[src/hw/mss_defs.svh]
/*
 * mss_defs.svh: offsets, vector addresses, map limits and timing counts
 * for the memory space select and external bus block.
 * Assumes inclusion by bare name from the module and testbench.
 */
`ifndef MSS_DEFS_SVH
`define MSS_DEFS_SVH

`define MSS_RESET_MC          2
`define MSS_MC_CLKS           12
`define MSS_RESET_CLKS        (`MSS_RESET_MC * `MSS_MC_CLKS)
`define MSS_INT_ROM_TOP       16'h0FFF
`define MSS_VEC_BASE          16'h0003
`define MSS_VEC_STEP          16'h0008
`define MSS_VEC_COUNT         5
`define MSS_IRAM_TOP          8'hBF
`define MSS_SFR_BASE          8'h80
`define MSS_LOW_ADDR_BIT      0
`define MSS_HIGH_ADDR_BIT     8
`define MSS_RD_BIT            7
`define MSS_WR_BIT            6
`define MSS_PH_ALE            3'h0
`define MSS_PH_HOLD           3'h1
`define MSS_PH_STROBE         3'h3
`define MSS_PH_LAST           3'h2

`endif

[src/hw/mss_pkg.sv]
/*
 * mss_pkg.sv: types for the memory space select and external bus block.
 * Assumes mss_defs.svh is on the include path.
 */
package mss_pkg;
	typedef enum logic [2:0] {
		MSS_IDLE   = 3'h0,
		MSS_ADDR   = 3'h1,
		MSS_LATCH  = 3'h3,
		MSS_STROBE = 3'h2,
		MSS_DONE   = 3'h6
	} mss_state_type;

	typedef enum logic [1:0] {
		MSS_OP_FETCH = 2'h0,
		MSS_OP_READ  = 2'h1,
		MSS_OP_WRITE = 2'h2
	} mss_op_type;

	typedef enum logic [1:0] {
		MSS_TGT_NONE = 2'h0,
		MSS_TGT_RAM  = 2'h1,
		MSS_TGT_SFR  = 2'h2
	} mss_tgt_type;
endpackage : mss_pkg

[src/hw/mss_memory_space_select.sv]
/*
 * mss_memory_space_select.sv: program/data memory space selection and
 * multiplexed external memory bus sequencer with internal data decode.
 * Assumes the core issues one request at a time on sys_clk and that pins
 * reach the testbench as input, output and output enable (enable low = drive).
 * Strap and reset pins are synchronised; the data port is sampled on the rising edge that ends the strobe.
 */
// Functional notes
// RULE1 - reset after rst pin high two machine cycles
// RULE2 - address valid on bus while latch strobe high
// RULE3 - fetch strobe low enables external program memory
// RULE4 - low address and data share first port
// RULE5 - high address byte on third port
// RULE6 - port four bit7 reads, bit6 writes
// RULE7 - interrupt vectors eight apart from 0003H
// RULE8 - unused vector locations hold ordinary code
// RULE9 - program space 64K, 0000H to FFFFH
// RULE10 - select low at reset: all fetches external
// RULE11 - select high at reset: low 4K internal
// RULE12 - above 0FFFH always fetch externally
// RULE13 - external data reached by external move, pointer
// RULE14 - external move also takes 8-bit indexed address
// RULE15 - 192 bytes internal data, 00H to BFH
// RULE16 - special registers upper 128, direct only
// RULE17 - overlapping RAM reachable only indirectly
// RULE18 - never fetch and data strobes together
`timescale 1ns/100ps
`include "mss_defs.svh"

module mss_memory_space_select
	import mss_pkg::*;
#(
	parameter int RESET_CLKS = `MSS_RESET_CLKS
)(
	input  wire logic        sys_clk,
	input  wire logic        rst_n,
	input  wire logic        reset_pin,
	input  wire logic        external_fetch_select,
	input  wire logic        fetch_req,
	input  wire logic [15:0] fetch_addr,
	input  wire logic        xmove_req,
	input  wire logic        xmove_write,
	input  wire logic        xmove_indexed,
	input  wire logic [15:0] data_pointer,
	input  wire logic [7:0]  index_addr,
	input  wire logic [7:0]  xmove_wdata,
	input  wire logic [7:0]  int_addr,
	input  wire logic        int_indirect,
	input  wire logic [2:0]  vector_sel,
	input  wire logic        vector_req,
	output logic             core_reset,
	output logic             req_ready,
	output logic             rsp_valid,
	output logic [7:0]       rsp_data,
	output logic             rsp_internal,
	output logic [15:0]      int_rom_addr,
	output logic [15:0]      vector_addr,
	output logic             iram_sel,
	output logic             sfr_sel,
	output logic             int_addr_err,
	output logic             addr_latch,
	output logic             fetch_strobe_n,
	input  wire logic [7:0]  low_address_data_port_in,
	output logic [7:0]       low_address_data_port_out,
	output logic             low_address_data_port_oe_n,
	output logic [7:0]       high_address_port_out,
	output logic             high_address_port_oe_n,
	output logic [7:0]       alternate_function_port_out,
	output logic             alternate_function_port_oe_n
);

////////////////////////////////////////////////////////////////////////////////
	function automatic logic rom_hit(input logic ext_all, input logic [15:0] a);
		rom_hit = !ext_all && (a <= `MSS_INT_ROM_TOP);
	endfunction : rom_hit

	function automatic logic [15:0] vector_of(input logic [2:0] sel);
		vector_of = `MSS_VEC_BASE + (16'(sel) * `MSS_VEC_STEP);
	endfunction : vector_of

	typedef struct packed {
		logic [2:0]    rst_sync;
		logic [2:0]    ea_sync;
		logic [7:0]    rst_cnt;
		logic          in_reset;
		logic          ext_all;
		mss_state_type st;
		mss_op_type    op;
		logic          xidx;
		logic [15:0]   addr;
		logic [7:0]    wdata;
		logic [7:0]    rdata;
		logic          rsp;
		logic          internal;
		logic [15:0]   rom_addr;
		logic          ale;
		logic          psen_n;
		logic          rd_n;
		logic          wr_n;
		logic          p0_oe_n;
		logic          p2_oe_n;
		logic [7:0]    p0_out;
		logic [7:0]    p2_out;
	} mss_regs_type;

	mss_regs_type q_r;
	mss_regs_type q_nxt;
	logic         rst_seen;

////////////////////////////////////////////////////////////////////////////////
	// reset pin synchroniser and hold counter
	always_comb begin
		q_nxt = q_r;
		q_nxt.rsp = 1'b0;
		q_nxt.rst_sync = {q_r.rst_sync[1:0], reset_pin};
		q_nxt.ea_sync = {q_r.ea_sync[1:0], external_fetch_select};
		rst_seen = q_r.rst_sync[1] && q_r.rst_sync[2];
		if (rst_seen) begin
			if (q_r.rst_cnt != RESET_CLKS[7:0] - 8'h01) begin
				q_nxt.rst_cnt = q_r.rst_cnt + 8'h01;
			end else begin
				q_nxt.in_reset = 1'b1; // RULE1
			end
		end else if (!q_r.rst_sync[1] && !q_r.rst_sync[2]) begin
			// hold count restarts once the pin is seen low
			q_nxt.rst_cnt = 8'h00;
			q_nxt.in_reset = 1'b0;
		end

		// strapping level is only taken while held in reset
		if (q_r.in_reset) begin
			if (q_r.ea_sync[1] == q_r.ea_sync[2]) begin
				q_nxt.ext_all = !q_r.ea_sync[2]; // RULE10 RULE11
			end
			q_nxt.st = MSS_IDLE;
			q_nxt.ale = 1'b0;
			q_nxt.psen_n = 1'b1;
			q_nxt.rd_n = 1'b1;
			q_nxt.wr_n = 1'b1;
			q_nxt.p0_oe_n = 1'b1;
			q_nxt.p2_oe_n = 1'b1;
		end else begin
			// bus cycle sequencer, one request at a time
			case (q_r.st)
				MSS_IDLE: begin
					// fetch wins over a data move in the same cycle
					if (fetch_req) begin
						q_nxt.op = MSS_OP_FETCH;
						q_nxt.xidx = 1'b0;
						q_nxt.addr = fetch_addr; // RULE9
						if (rom_hit(q_r.ext_all, fetch_addr)) begin
							q_nxt.internal = 1'b1; // RULE11
							q_nxt.rom_addr = fetch_addr;
							q_nxt.rsp = 1'b1;
						end else begin
							q_nxt.internal = 1'b0; // RULE12
							q_nxt.st = MSS_ADDR;
						end
					end else if (xmove_req) begin
						q_nxt.op = xmove_write ? MSS_OP_WRITE : MSS_OP_READ;
						q_nxt.addr = xmove_indexed ? {8'h00, index_addr} // RULE14
							: data_pointer; // RULE13
						q_nxt.wdata = xmove_wdata;
						q_nxt.xidx = xmove_indexed;
						q_nxt.internal = 1'b0;
						q_nxt.st = MSS_ADDR;
					end
				end

				MSS_ADDR: begin
					q_nxt.ale = 1'b1; // RULE2
					q_nxt.p0_out = q_r.addr[7:0]; // RULE4
					q_nxt.p0_oe_n = 1'b0;
					q_nxt.p2_out = q_r.addr[15:8]; // RULE5
					// indexed moves leave the high port undriven
					q_nxt.p2_oe_n = q_r.xidx;
					q_nxt.st = MSS_LATCH;
				end

				MSS_LATCH: begin
					// first port turns round to input for fetch and read
					q_nxt.ale = 1'b0;
					q_nxt.st = MSS_STROBE;
					case (q_r.op)
						MSS_OP_FETCH: begin
							q_nxt.psen_n = 1'b0; // RULE3 RULE18
							q_nxt.p0_oe_n = 1'b1;
						end
						MSS_OP_READ: begin
							q_nxt.rd_n = 1'b0; // RULE6 RULE18
							q_nxt.p0_oe_n = 1'b1;
						end
						MSS_OP_WRITE: begin
							q_nxt.wr_n = 1'b0; // RULE6 RULE18
							q_nxt.p0_out = q_r.wdata; // RULE4
						end
						default: begin
							q_nxt.st = MSS_IDLE;
						end
					endcase
				end

				MSS_STROBE: begin
					// byte taken while the strobe is still low
					q_nxt.rdata = low_address_data_port_in;
					q_nxt.psen_n = 1'b1;
					q_nxt.rd_n = 1'b1;
					q_nxt.wr_n = 1'b1;
					q_nxt.st = MSS_DONE;
				end

				MSS_DONE: begin
					q_nxt.p0_oe_n = 1'b1;
					q_nxt.p2_oe_n = 1'b1;
					q_nxt.rsp = 1'b1;
					q_nxt.st = MSS_IDLE;
				end
				default: begin
					q_nxt.st = MSS_IDLE;
				end
			endcase
		end
	end

	always_ff @(posedge sys_clk or negedge rst_n) begin
		if (!rst_n) begin
			q_r <= '{
				rst_sync: 3'h0,
				ea_sync:  3'h0,
				rst_cnt:  8'h00,
				in_reset: 1'b1,
				ext_all:  1'b0,
				st:       MSS_IDLE,
				op:       MSS_OP_FETCH,
				xidx:     1'b0,
				addr:     16'h0000,
				wdata:    8'h00,
				rdata:    8'h00,
				rsp:      1'b0,
				internal: 1'b0,
				rom_addr: 16'h0000,
				ale:      1'b0,
				psen_n:   1'b1,
				rd_n:     1'b1,
				wr_n:     1'b1,
				p0_oe_n:  1'b1,
				p2_oe_n:  1'b1,
				p0_out:   8'h00,
				p2_out:   8'h00
			};
		end else begin
			q_r <= q_nxt;
		end
	end

////////////////////////////////////////////////////////////////////////////////
	// vector table; vectors are only addresses, code there runs normally
	always_comb begin
		vector_addr = 16'h0000;
		if (vector_req && vector_sel < 3'(`MSS_VEC_COUNT)) begin
			vector_addr = vector_of(vector_sel); // RULE7 RULE8
		end
	end

	// internal data decode
	always_comb begin
		iram_sel = 1'b0;
		sfr_sel = 1'b0;
		int_addr_err = 1'b0;
		if (int_addr < `MSS_SFR_BASE) begin
			iram_sel = 1'b1; // RULE15
		end else if (!int_indirect) begin
			// direct upper half always reaches the special area
			sfr_sel = 1'b1; // RULE16
		end else if (int_addr <= `MSS_IRAM_TOP) begin
			iram_sel = 1'b1; // RULE17
		end else begin
			int_addr_err = 1'b1; // RULE15
		end
	end

	assign core_reset = q_r.in_reset;
	assign req_ready = !q_r.in_reset && q_r.st == MSS_IDLE;
	assign rsp_valid = q_r.rsp;
	assign rsp_data = q_r.rdata;
	assign rsp_internal = q_r.internal;
	assign int_rom_addr = q_r.rom_addr;
	assign addr_latch = q_r.ale;
	assign fetch_strobe_n = q_r.psen_n;
	assign low_address_data_port_out = q_r.p0_out;
	assign low_address_data_port_oe_n = q_r.p0_oe_n;
	assign high_address_port_out = q_r.p2_out;
	assign high_address_port_oe_n = q_r.p2_oe_n;

	always_comb begin
		alternate_function_port_out = 8'hFF;
		alternate_function_port_out[`MSS_RD_BIT] = q_r.rd_n; // RULE6
		alternate_function_port_out[`MSS_WR_BIT] = q_r.wr_n; // RULE6
	end

	assign alternate_function_port_oe_n = q_r.rd_n && q_r.wr_n;

endmodule : mss_memory_space_select

[config.mk]
export PLATFORM = sky130hd
export DESIGN_NAME = mss_memory_space_select
export DESIGN_NICKNAME = d
export VERILOG_FILES = /design/src/hw/mss_pkg.sv /design/src/hw/mss_memory_space_select.sv
export VERILOG_INCLUDE_DIRS = /design/src /design/src/hw
export SDC_FILE = /design/constraint.sdc
export NUM_CORES = 1
export LEC_CHECK = 0
export ABC_CLOCK_PERIOD_IN_PS = 2100
export BUFFER_PORTS_ARGS = -buffer_cell sky130_fd_sc_hd__buf_4
export CORE_ASPECT_RATIO = 1.5
export CORE_MARGIN = 2
export CORE_UTILIZATION = 51
export DETAILED_ROUTE_END_ITERATION = 10
export PLACE_DENSITY_LB_ADDON = 0.2
export SYNTH_ARGS = -nofsm -noshare
export SYNTH_HDL_FRONTEND = slang
export SYNTH_SLANG_ARGS = --single-unit
[constraint.sdc]
create_clock -name sys_clk -period 2.1 [get_ports sys_clk]
set_input_delay 0.21 -clock sys_clk [delete_from_list [all_inputs] [get_ports sys_clk]]
set_output_delay 0.21 -clock sys_clk [all_outputs]
set_load 0.05 [all_outputs]
* After elaboration in Yosys (flattened, before gate mapping) *
Index checks and enable logic that the tools add are counted.

word-level totals
  logic and storage cells = 124
  bits of input ports = 77
  register bits after elaboration = 94
  output and inout port bits = 76

cells by class
  eq/ne operators = 17
  add/subtract/negate cells = 2
  reductions and logical operators = 36
  order comparisons = 4
  bitwise logic cells = 2
  mux-type cells = 41

operators by type and width
  kind                                                                     number
  16-bit two-way mux                                                       3
  30-bit two-way mux                                                       1
  22-bit two-way mux                                                       1
  2-bit AND reduction                                                      10
  18-bit two-way mux                                                       1
  9-bit two-way mux                                                        2
  1-bit two-way mux                                                        17
  17-bit two-way mux                                                       1
  16-bit by 12-bit <= comparator with 1-bit output, second input constant  1
  8-bit two-way mux                                                        2
  8-bit one-hot mux with 2 select lines                                    1
  3-bit one-hot mux with 4 select lines                                    1
  3-bit by 2-bit != test with 1-bit output, second input constant          3
  3-bit nonzero test                                                       3
  8-bit by 1-bit adder with 8-bit output, second input constant            1
  8-bit <= comparator, second input constant                               1
  8-bit < comparator, second input constant                                1
  4-bit != test, second input constant                                     2
  8-bit by 5-bit != test with 1-bit output, second input constant          1
  4-bit AND reduction                                                      2
  2-bit by 6-bit adder with 7-bit output, first input constant             1
  7-bit two-way mux                                                        1
  3-bit by 2-bit equality test with 1-bit output, second input constant    2
  1-bit logical AND                                                        6
  other kinds (24)                                                         37

* Depth between registers and ports, before layout *
Gate-level depths: netlist (run 1).

  depth after elaboration = 6
  depth in mapped cells = 9
  depth with buffers taken out = 6

* Worst setup path before layout (run 1) *
Ideal clock, no wire load.

  kind = reg2reg
  start point = register q_r (netlist bit core_reset)
  end point = register q_r[48] (netlist bit)
  buffers on the path = 1
  slack = 385 ps
  cell stages (with the launch flop) = 7
  arrival = 1,590 ps
  library setup time = 125 ps
  path through = dfstp_2 -> nor2_1 -> nand2_1 -> inv_1 -> buf_4 -> nand3b_2 -> mux2_2

on the way
  longest elaborated chain between the ends = 2

RTL lines
  element                               RTL line                        source
  start: declaration                    mss_memory_space_select.sv:106  mss_regs_type q_r;
  start signal: assignment              mss_memory_space_select.sv:227  q_r <= '{
  start signal: assignment              mss_memory_space_select.sv:252  q_r <= q_nxt;
  1-bit NOT (no source line)            n/a
  4-bit AND reduction (no source line)  n/a

No other way between the ends.
A chain may end at the register's enable or synchronous reset.

* Final worst setup path (run 1) *
  start point = register q_r[77] (netlist bit)
  end point = output req_ready

on the way
  longest elaborated chain between the ends = 2

RTL lines
  element            RTL line                        source
  3-bit logical NOT  mss_memory_space_select.sv:283  assign req_ready = !q_r.in_reset && q_r.st == MSS_IDLE;
  1-bit logical AND  mss_memory_space_select.sv:283
  end: declaration   mss_memory_space_select.sv:52   output logic req_ready,

No other way between the ends.

==> results.toml, run 1 <==
[run_status]
status = "finished, final reports clean"

[synth]
syn_inst = 435
synth_cell_types = 52
syn_area_per_cell_um2 = 10.7
synth_edf_count = 0
synth_warnings = 0
synthArstFlopShare_pct = 100
synth_flop_cell = "dfrtp_1"
syn_area_um2 = 4670
synth-seq-cells = 94
ys_seq_area_share_pct = 50.6

[critical_path]
cpMaxStageDelayCell = "dfrtp_1"
worstReg2RegEnd = "rsp_data[2]"
critPathLaunch = "q_r[77]"
r2r-start = "q_r[76]"
worst-setup-path-type = "flop to primary output"
cp_slowest_stage_delay_ns = 0.46
r2r_cells = 3
crit_path_end = "req_ready"
path_common_cell = "buf_4"
cp.required_ns = 1.89
cp-start-kind = "flop"
reg2reg_slack_ns = 0.34
endpoint_kind = "primary output"
arrival_ns = 1.76
path_cells = "nor2_1 > nand2_1 > inv_2 > buf_4 > buf_4"
cp_max_fo = 11

[floorplan]
core_um2 = 8880
die_h_um = 121
io_pins = 153
rows = 42
die_x_um = 82.1
initial_core_util_pct = 52.5
die_area_um2 = 9950

[placed_design]
place_area_um2 = 5340
io_buffers = 129
finalWeightedCongestion = 0.805
dp.cells = 615
dp_hpwl_um = 7230

[route]
wire_per_inst_um = 15.2
vias = 3367
firstDrtPassIters = 4
drc = 0
wirelength_um = 9610
avgViaCountPerCell = 5.31
drtIter0Drc = 228
ant_nets = 0

[timing]
holdWs_ns = 0.0931
finalHoldViolCount = 0
fin_crit_ns = 1.97
tns_ns = 0
fmax_mhz = 508
slew_headroom_pct = 57.9
worst_slew_pin_slew_ns = 0.632
setup_violations = 0
final_max_slew_viol_count = 0
fin_crit_sh_pct = 93.7
rsz0062_at_grt = "false"
finClkSkew_ns = 0.00511

[cts]
cts_tree = "built"
cts_max_level = 3
clock_path_buffers = 2
cts_buffers = 9
cts_root_buffer = "clkbuf_16"
clk_latency_ns = 0.34
clk_pin_slew_ns = 0.06
clock-sinks = 94

[final_layout]
seqCellArea_um2 = 2360
area_growth_pct = 21.9
nFillCells = 740
num_antenna_cells = 0
multi_input_area_um2 = 1770
fin_cells = 634
drive_gt1_share_pct = 39.7
design_area_um2 = 5690
final_nets = 597

[power]
p_per_area_nw_per_um2 = 1510
ir_drop_uv = 989
finalPower_mw = 8.58
power_leakage_nw = 2.80

[global_routing]
grt_pass1_vias = 3260
grt_max_degree = 47
grt_usage_pct = 19.9
grt_overflow = 0
grt_antenna_before_repair = 0
grt_pass1_wl_um = 14900

[job]
cap_violations = 0

[worst_hold_path]
hold_class = "input port to flop"
metal layers:
layer  wire (um)  track usage (%)  up-vias
met5           0                0        -
met4         163             7.40        0
met3         541             4.61       14
met2        5230             34.9      106
met1        3680             23.0     1638
li1            -                -     1609
metrics by stage:
stage               worst slack (ns)  utilization (%)
global placement               0.360             60.1
CTS                           0.0164             64.0
detailed placement             0.288             60.1
floorplan                      0.385                -
finish                         0.133             64.0
global route                  0.0534             64.0
placed cells by master (no fill, tap or decap), types with 2 or more instances in the layout:
| master | n |
|---|---|
| a32o_1 | 2 |
| inv_1 | 5 |
| a31oi_1 | 10 |
| nor4_1 | 2 |
| mux2i_1 | 18 |
| clkbuf_8 | 3 |
| dlygate4sd3_1 | 3 |
| a22o_1 | 2 |
| mux2_4 | 5 |
| nand4_1 | 4 |
| nand3b_1 | 3 |
| nand2b_1 | 3 |
| clkbuf_16 | 9 |
| nand2_1 | 25 |
| and2_2 | 4 |
| mux2_2 | 31 |
| o22ai_1 | 9 |
| and2_1 | 3 |
| dfstp_2 | 6 |
| dfrtp_1 | 88 |
| nand3_1 | 5 |
| nor2_1 | 45 |
| a21oi_1 | 16 |
| and3_1 | 8 |
| nor3b_1 | 2 |
| a211oi_1 | 2 |
| conb_1 | 17 |
| buf_4 | 135 |
| nor2b_1 | 3 |
| a22oi_1 | 8 |
| o21ai_0 | 23 |
| buf_12 | 2 |
report_power, final:
group	switching (mW)	internal, mW
clock network	0.658	1.02
registers	0.470	2.51
logic	2.50	1.42
synthesized netlist by cell type (2+ instances only):
library cell,n,area (um2)
dfrtp_1,88,2200
a22o_1,2,17.5
nor4_1,2,12.5
nor3b_1,2,15.0
a31oi_1,10,62.6
buf_6,2,22.5
and2_2,4,30.0
inv_1,6,22.5
buf_2,4,20.0
buf_1,2,7.51
mux2_2,31,349
mux2i_1,18,180
o21ai_0,23,115
and2_1,3,18.8
nand3b_1,3,22.5
nand2b_1,3,18.8
nand4_1,4,25.0
mux2_4,5,75.1
buf_4,61,458
nand2_1,25,93.8
a32o_1,2,20.0
a21oi_1,16,80.1
a211oi_1,2,15.0
o22ai_1,9,56.3
and3_1,8,50.1
clkbuf_1,11,41.3
nor2_1,45,169
nand3_1,5,25.0
a22oi_1,8,60.1
nor2b_1,3,18.8
dfstp_2,6,158
conb_1,2,7.51
kinds of logic after synthesis:
| kind of cell | Yosys count | synth area share, % |
|---|---|---|
| other | 2 | 0.161 |
| AND/OR/NAND/NOR | 118 | 12.9 |
| buffers and inverters | 88 | 12.8 |
| AO/OA/AOI/OAI | 77 | 10.1 |
| adder cells (fa/ha/maj) | 1 | 0.268 |
| flip-flops | 94 | 50.6 |
| multiplexers | 54 | 13.0 |
| XOR/XNOR | 1 | 0.188 |
layout make-up:
class | count | area share (%)
Tap cell | 110 | 2.42
Inverter | 6 | 0.396
Clock buffer | 12 | 4.69
Sequential cell | 94 | 41.5
Timing Repair Buffer | 140 | 19.0
Clock inverter | 4 | 0.924
Multi-Input combinational cell | 268 | 31.0
registers in the layout (all words and copies together) (netlist names), 2 cells and up:
name / cells
int_rom_addr: 16
high_address_port_out: 8
q_nxt: 4
alternate_function_port_out: 2
rsp_data: 8
q_r: 41
low_address_data_port_out: 8
repair_timing:
action	CTS	global route
resized for setup	0	1
setup endpoints to repair	0	1
buffers inserted	0	0
hold endpoints to repair	22	0
hold buffers	3	0
worst min-delay path by stage:
stage / startpoint / end / cells past startpoint
floorplan: rst_n / addr_latch / 0
global placement: rst_n / int_rom_addr[15] / 1
detailed placement: rst_n / int_rom_addr[15] / 1
CTS: xmove_write / q_r[73] / 2
global route: xmove_write / q_r[73] / 2
finish: xmove_write / q_r[73] / 2
worst max-delay path: cells and delay by family (launching register included):
kind,cells,cell delay (ns)
buffers and inverters,3,0.61
flip-flops,1,0.46
AND/OR/NAND/NOR,2,0.35
Note: power is estimated with default switching activity, not from simulation.
==> run 2: changes to the inputs <==
==> constraint.sdc (replaced) <==
create_clock -name sys_clk -period 2.1 [get_ports sys_clk]
set_input_delay 0.21 -clock sys_clk [delete_from_list [all_inputs] [get_ports sys_clk]]
set_output_delay 0.21 -clock sys_clk [all_outputs]
set_load 0.01 [all_outputs]
==> results.toml, run 2 (synthesis gave the netlist of run 1 again) <==
[run_status]
status = "finished, final reports clean"

[route]
met3_length_um = 587
firstDrtPassIters = 4
dr_wl_met2_um = 5260
drtIter0Drc = 164
ant_nets = 0
met1Wirelength_um = 3630
routed.top_layer = "met4"
drc = 0
vias = 3342
wire_per_inst_um = 15.1
avgViaCountPerCell = 5.27
wirelength_um = 9580

[timing]
fmax_mhz = 535
finalHoldViolCount = 0
setup_violations = 0
worst_slew_pin_slew_ns = 0.629
final_max_slew_viol_count = 0
tns_ns = 0
slew_headroom_pct = 58.1
fin_crit_sh_pct = 89.0
finClkSkew_ns = 0.00557
rsz0062_at_grt = "false"
fin_crit_ns = 1.87

[critical_path]
cp_max_fo = 11
reg2reg_slack_ns = 0.37
r2r-start = "q_r[76]"
cp.required_ns = 1.89
cp-start-kind = "flop"
arrival_ns = 1.66
endpoint_kind = "primary output"
worst-setup-path-type = "flop to primary output"
critPathLaunch = "q_r[77]"

[job]
cap_violations = 0

[power]
share_comb_of_total_power_pct = 35.1
pwr-share-seq_pct = 41.0
ir_drop_uv = 617
power_leakage_nw = 2.80
switching_power_mw = 2.31
clkPwrFrac_pct = 24.0
switching_share_pct = 31.7
p_per_area_nw_per_um2 = 1280
power.internal_mw = 4.97

[floorplan]
io_pins = 153
die_area_um2 = 9950
core_um2 = 8880
rows = 42
die_h_um = 121
die_x_um = 82.1
initial_core_util_pct = 52.5

[cts]
cts_root_buffer = "clkbuf_16"
cts_buffers = 9
clock-sinks = 94
clock_path_buffers = 2
cts_max_level = 3
clk_pin_slew_ns = 0.06
clk_latency_ns = 0.34
cts_tree = "built"

[final_layout]
largest_register_ffs = 41
final_core_util_pct = 64.1
drive_gt1_share_pct = 39.7
final_cell_mix = "135 x buf_4, 88 x dfrtp_1, 45 x nor2_1"
top_register = "q_r"
final_nets = 597
final_common_cell = "buf_4"
num_antenna_cells = 0
area_growth_pct = 22.0

[global_routing]
grt_pass1_vias = 3206
grt_max_degree = 47
grt_antenna_before_repair = 0
grt_usage_pct = 19.9
grt_overflow = 0
grt_pass1_wl_um = 14800

[worst_hold_path]
hold_class = "input port to flop"
min_from = "xmove_wdata[5]"

[placed_design]
finalWeightedCongestion = 0.807
io_buffers = 129
dp_hpwl_um = 7160
## run 2: cell count changes in the layout (fill, tap and decap cells not counted)
cell       delta
bufinv_16     +1
clkbuf_8      -2
clkinv_4      -1
clkinv_2      +2
## run 2: repair_timing
item | in CTS | in global routing
hold endpoints to repair | 22 | 0
setup buffers | 0 | 0
hold buffers | 3 | 0
gates resized for setup | 0 | 1
endpoints found under the setup margin | 0 | 1
## run 2: layout make-up
| class | count | area, um2 |
|---|---|---|
| Fill cell | 731 | 3190 |
| Sequential cell | 94 | 2360 |
| Multi-Input combinational cell | 268 | 1770 |
| Timing Repair Buffer | 140 | 1080 |
| Clock buffer | 10 | 239 |
| Tap cell | 110 | 138 |
| Clock inverter | 6 | 83.8 |
| Inverter | 6 | 22.5 |
## run 2: worst paths after layout
kind                            depth (start not counted)                to
worst max register to register                          3       rsp_data[2]
worst min-delay path                                    2           q_r[53]
worst max-delay path                                    5         req_ready
min in group asynchronous                               2  int_rom_addr[15]
worst min register to register                          0         q_nxt[93]
max in group asynchronous                               3    fetch_strobe_n
## run 2: stage by stage
step	instances	worst slack [ns]	hold slack [ns]	power [mW]	area [um2]
global placement	615	0.362	0.115	5.49	5340
finish	634	0.231	0.0979	7.28	5690
floorplan	450	0.507	-0.0856	4.96	4720
CTS	634	0.101	0.0871	7.36	5690
detailed placement	615	0.309	0.115	5.59	5340
global route	634	0.120	0.0982	7.74	5690
## run 2: power by group through the flow
stage	Clock (mW)	Combinational, mW	Sequential (mW)
CTS	1.79	2.59	2.98
global route	1.86	2.81	3.07
finish	1.74	2.55	2.98
global placement	0	2.51	2.98
floorplan	0	2.11	2.85
detailed placement	0	2.57	3.02
## run 2: worst max-delay path, stage by stage (launching register included)
cell and delay, ns:
dfrtp_1 0.46, nor2_1 0.21, nand2_1 0.13, inv_2 0.17, buf_4 0.21, buf_4 0.14
## run 2: layer usage
metal / track usage, % / up-vias
met1: 22.9 / 1617
met5: 0 / -
met3: 4.99 / 8
li1: - / 1607
met4: 6.46 / 0
met2: 35.2 / 110
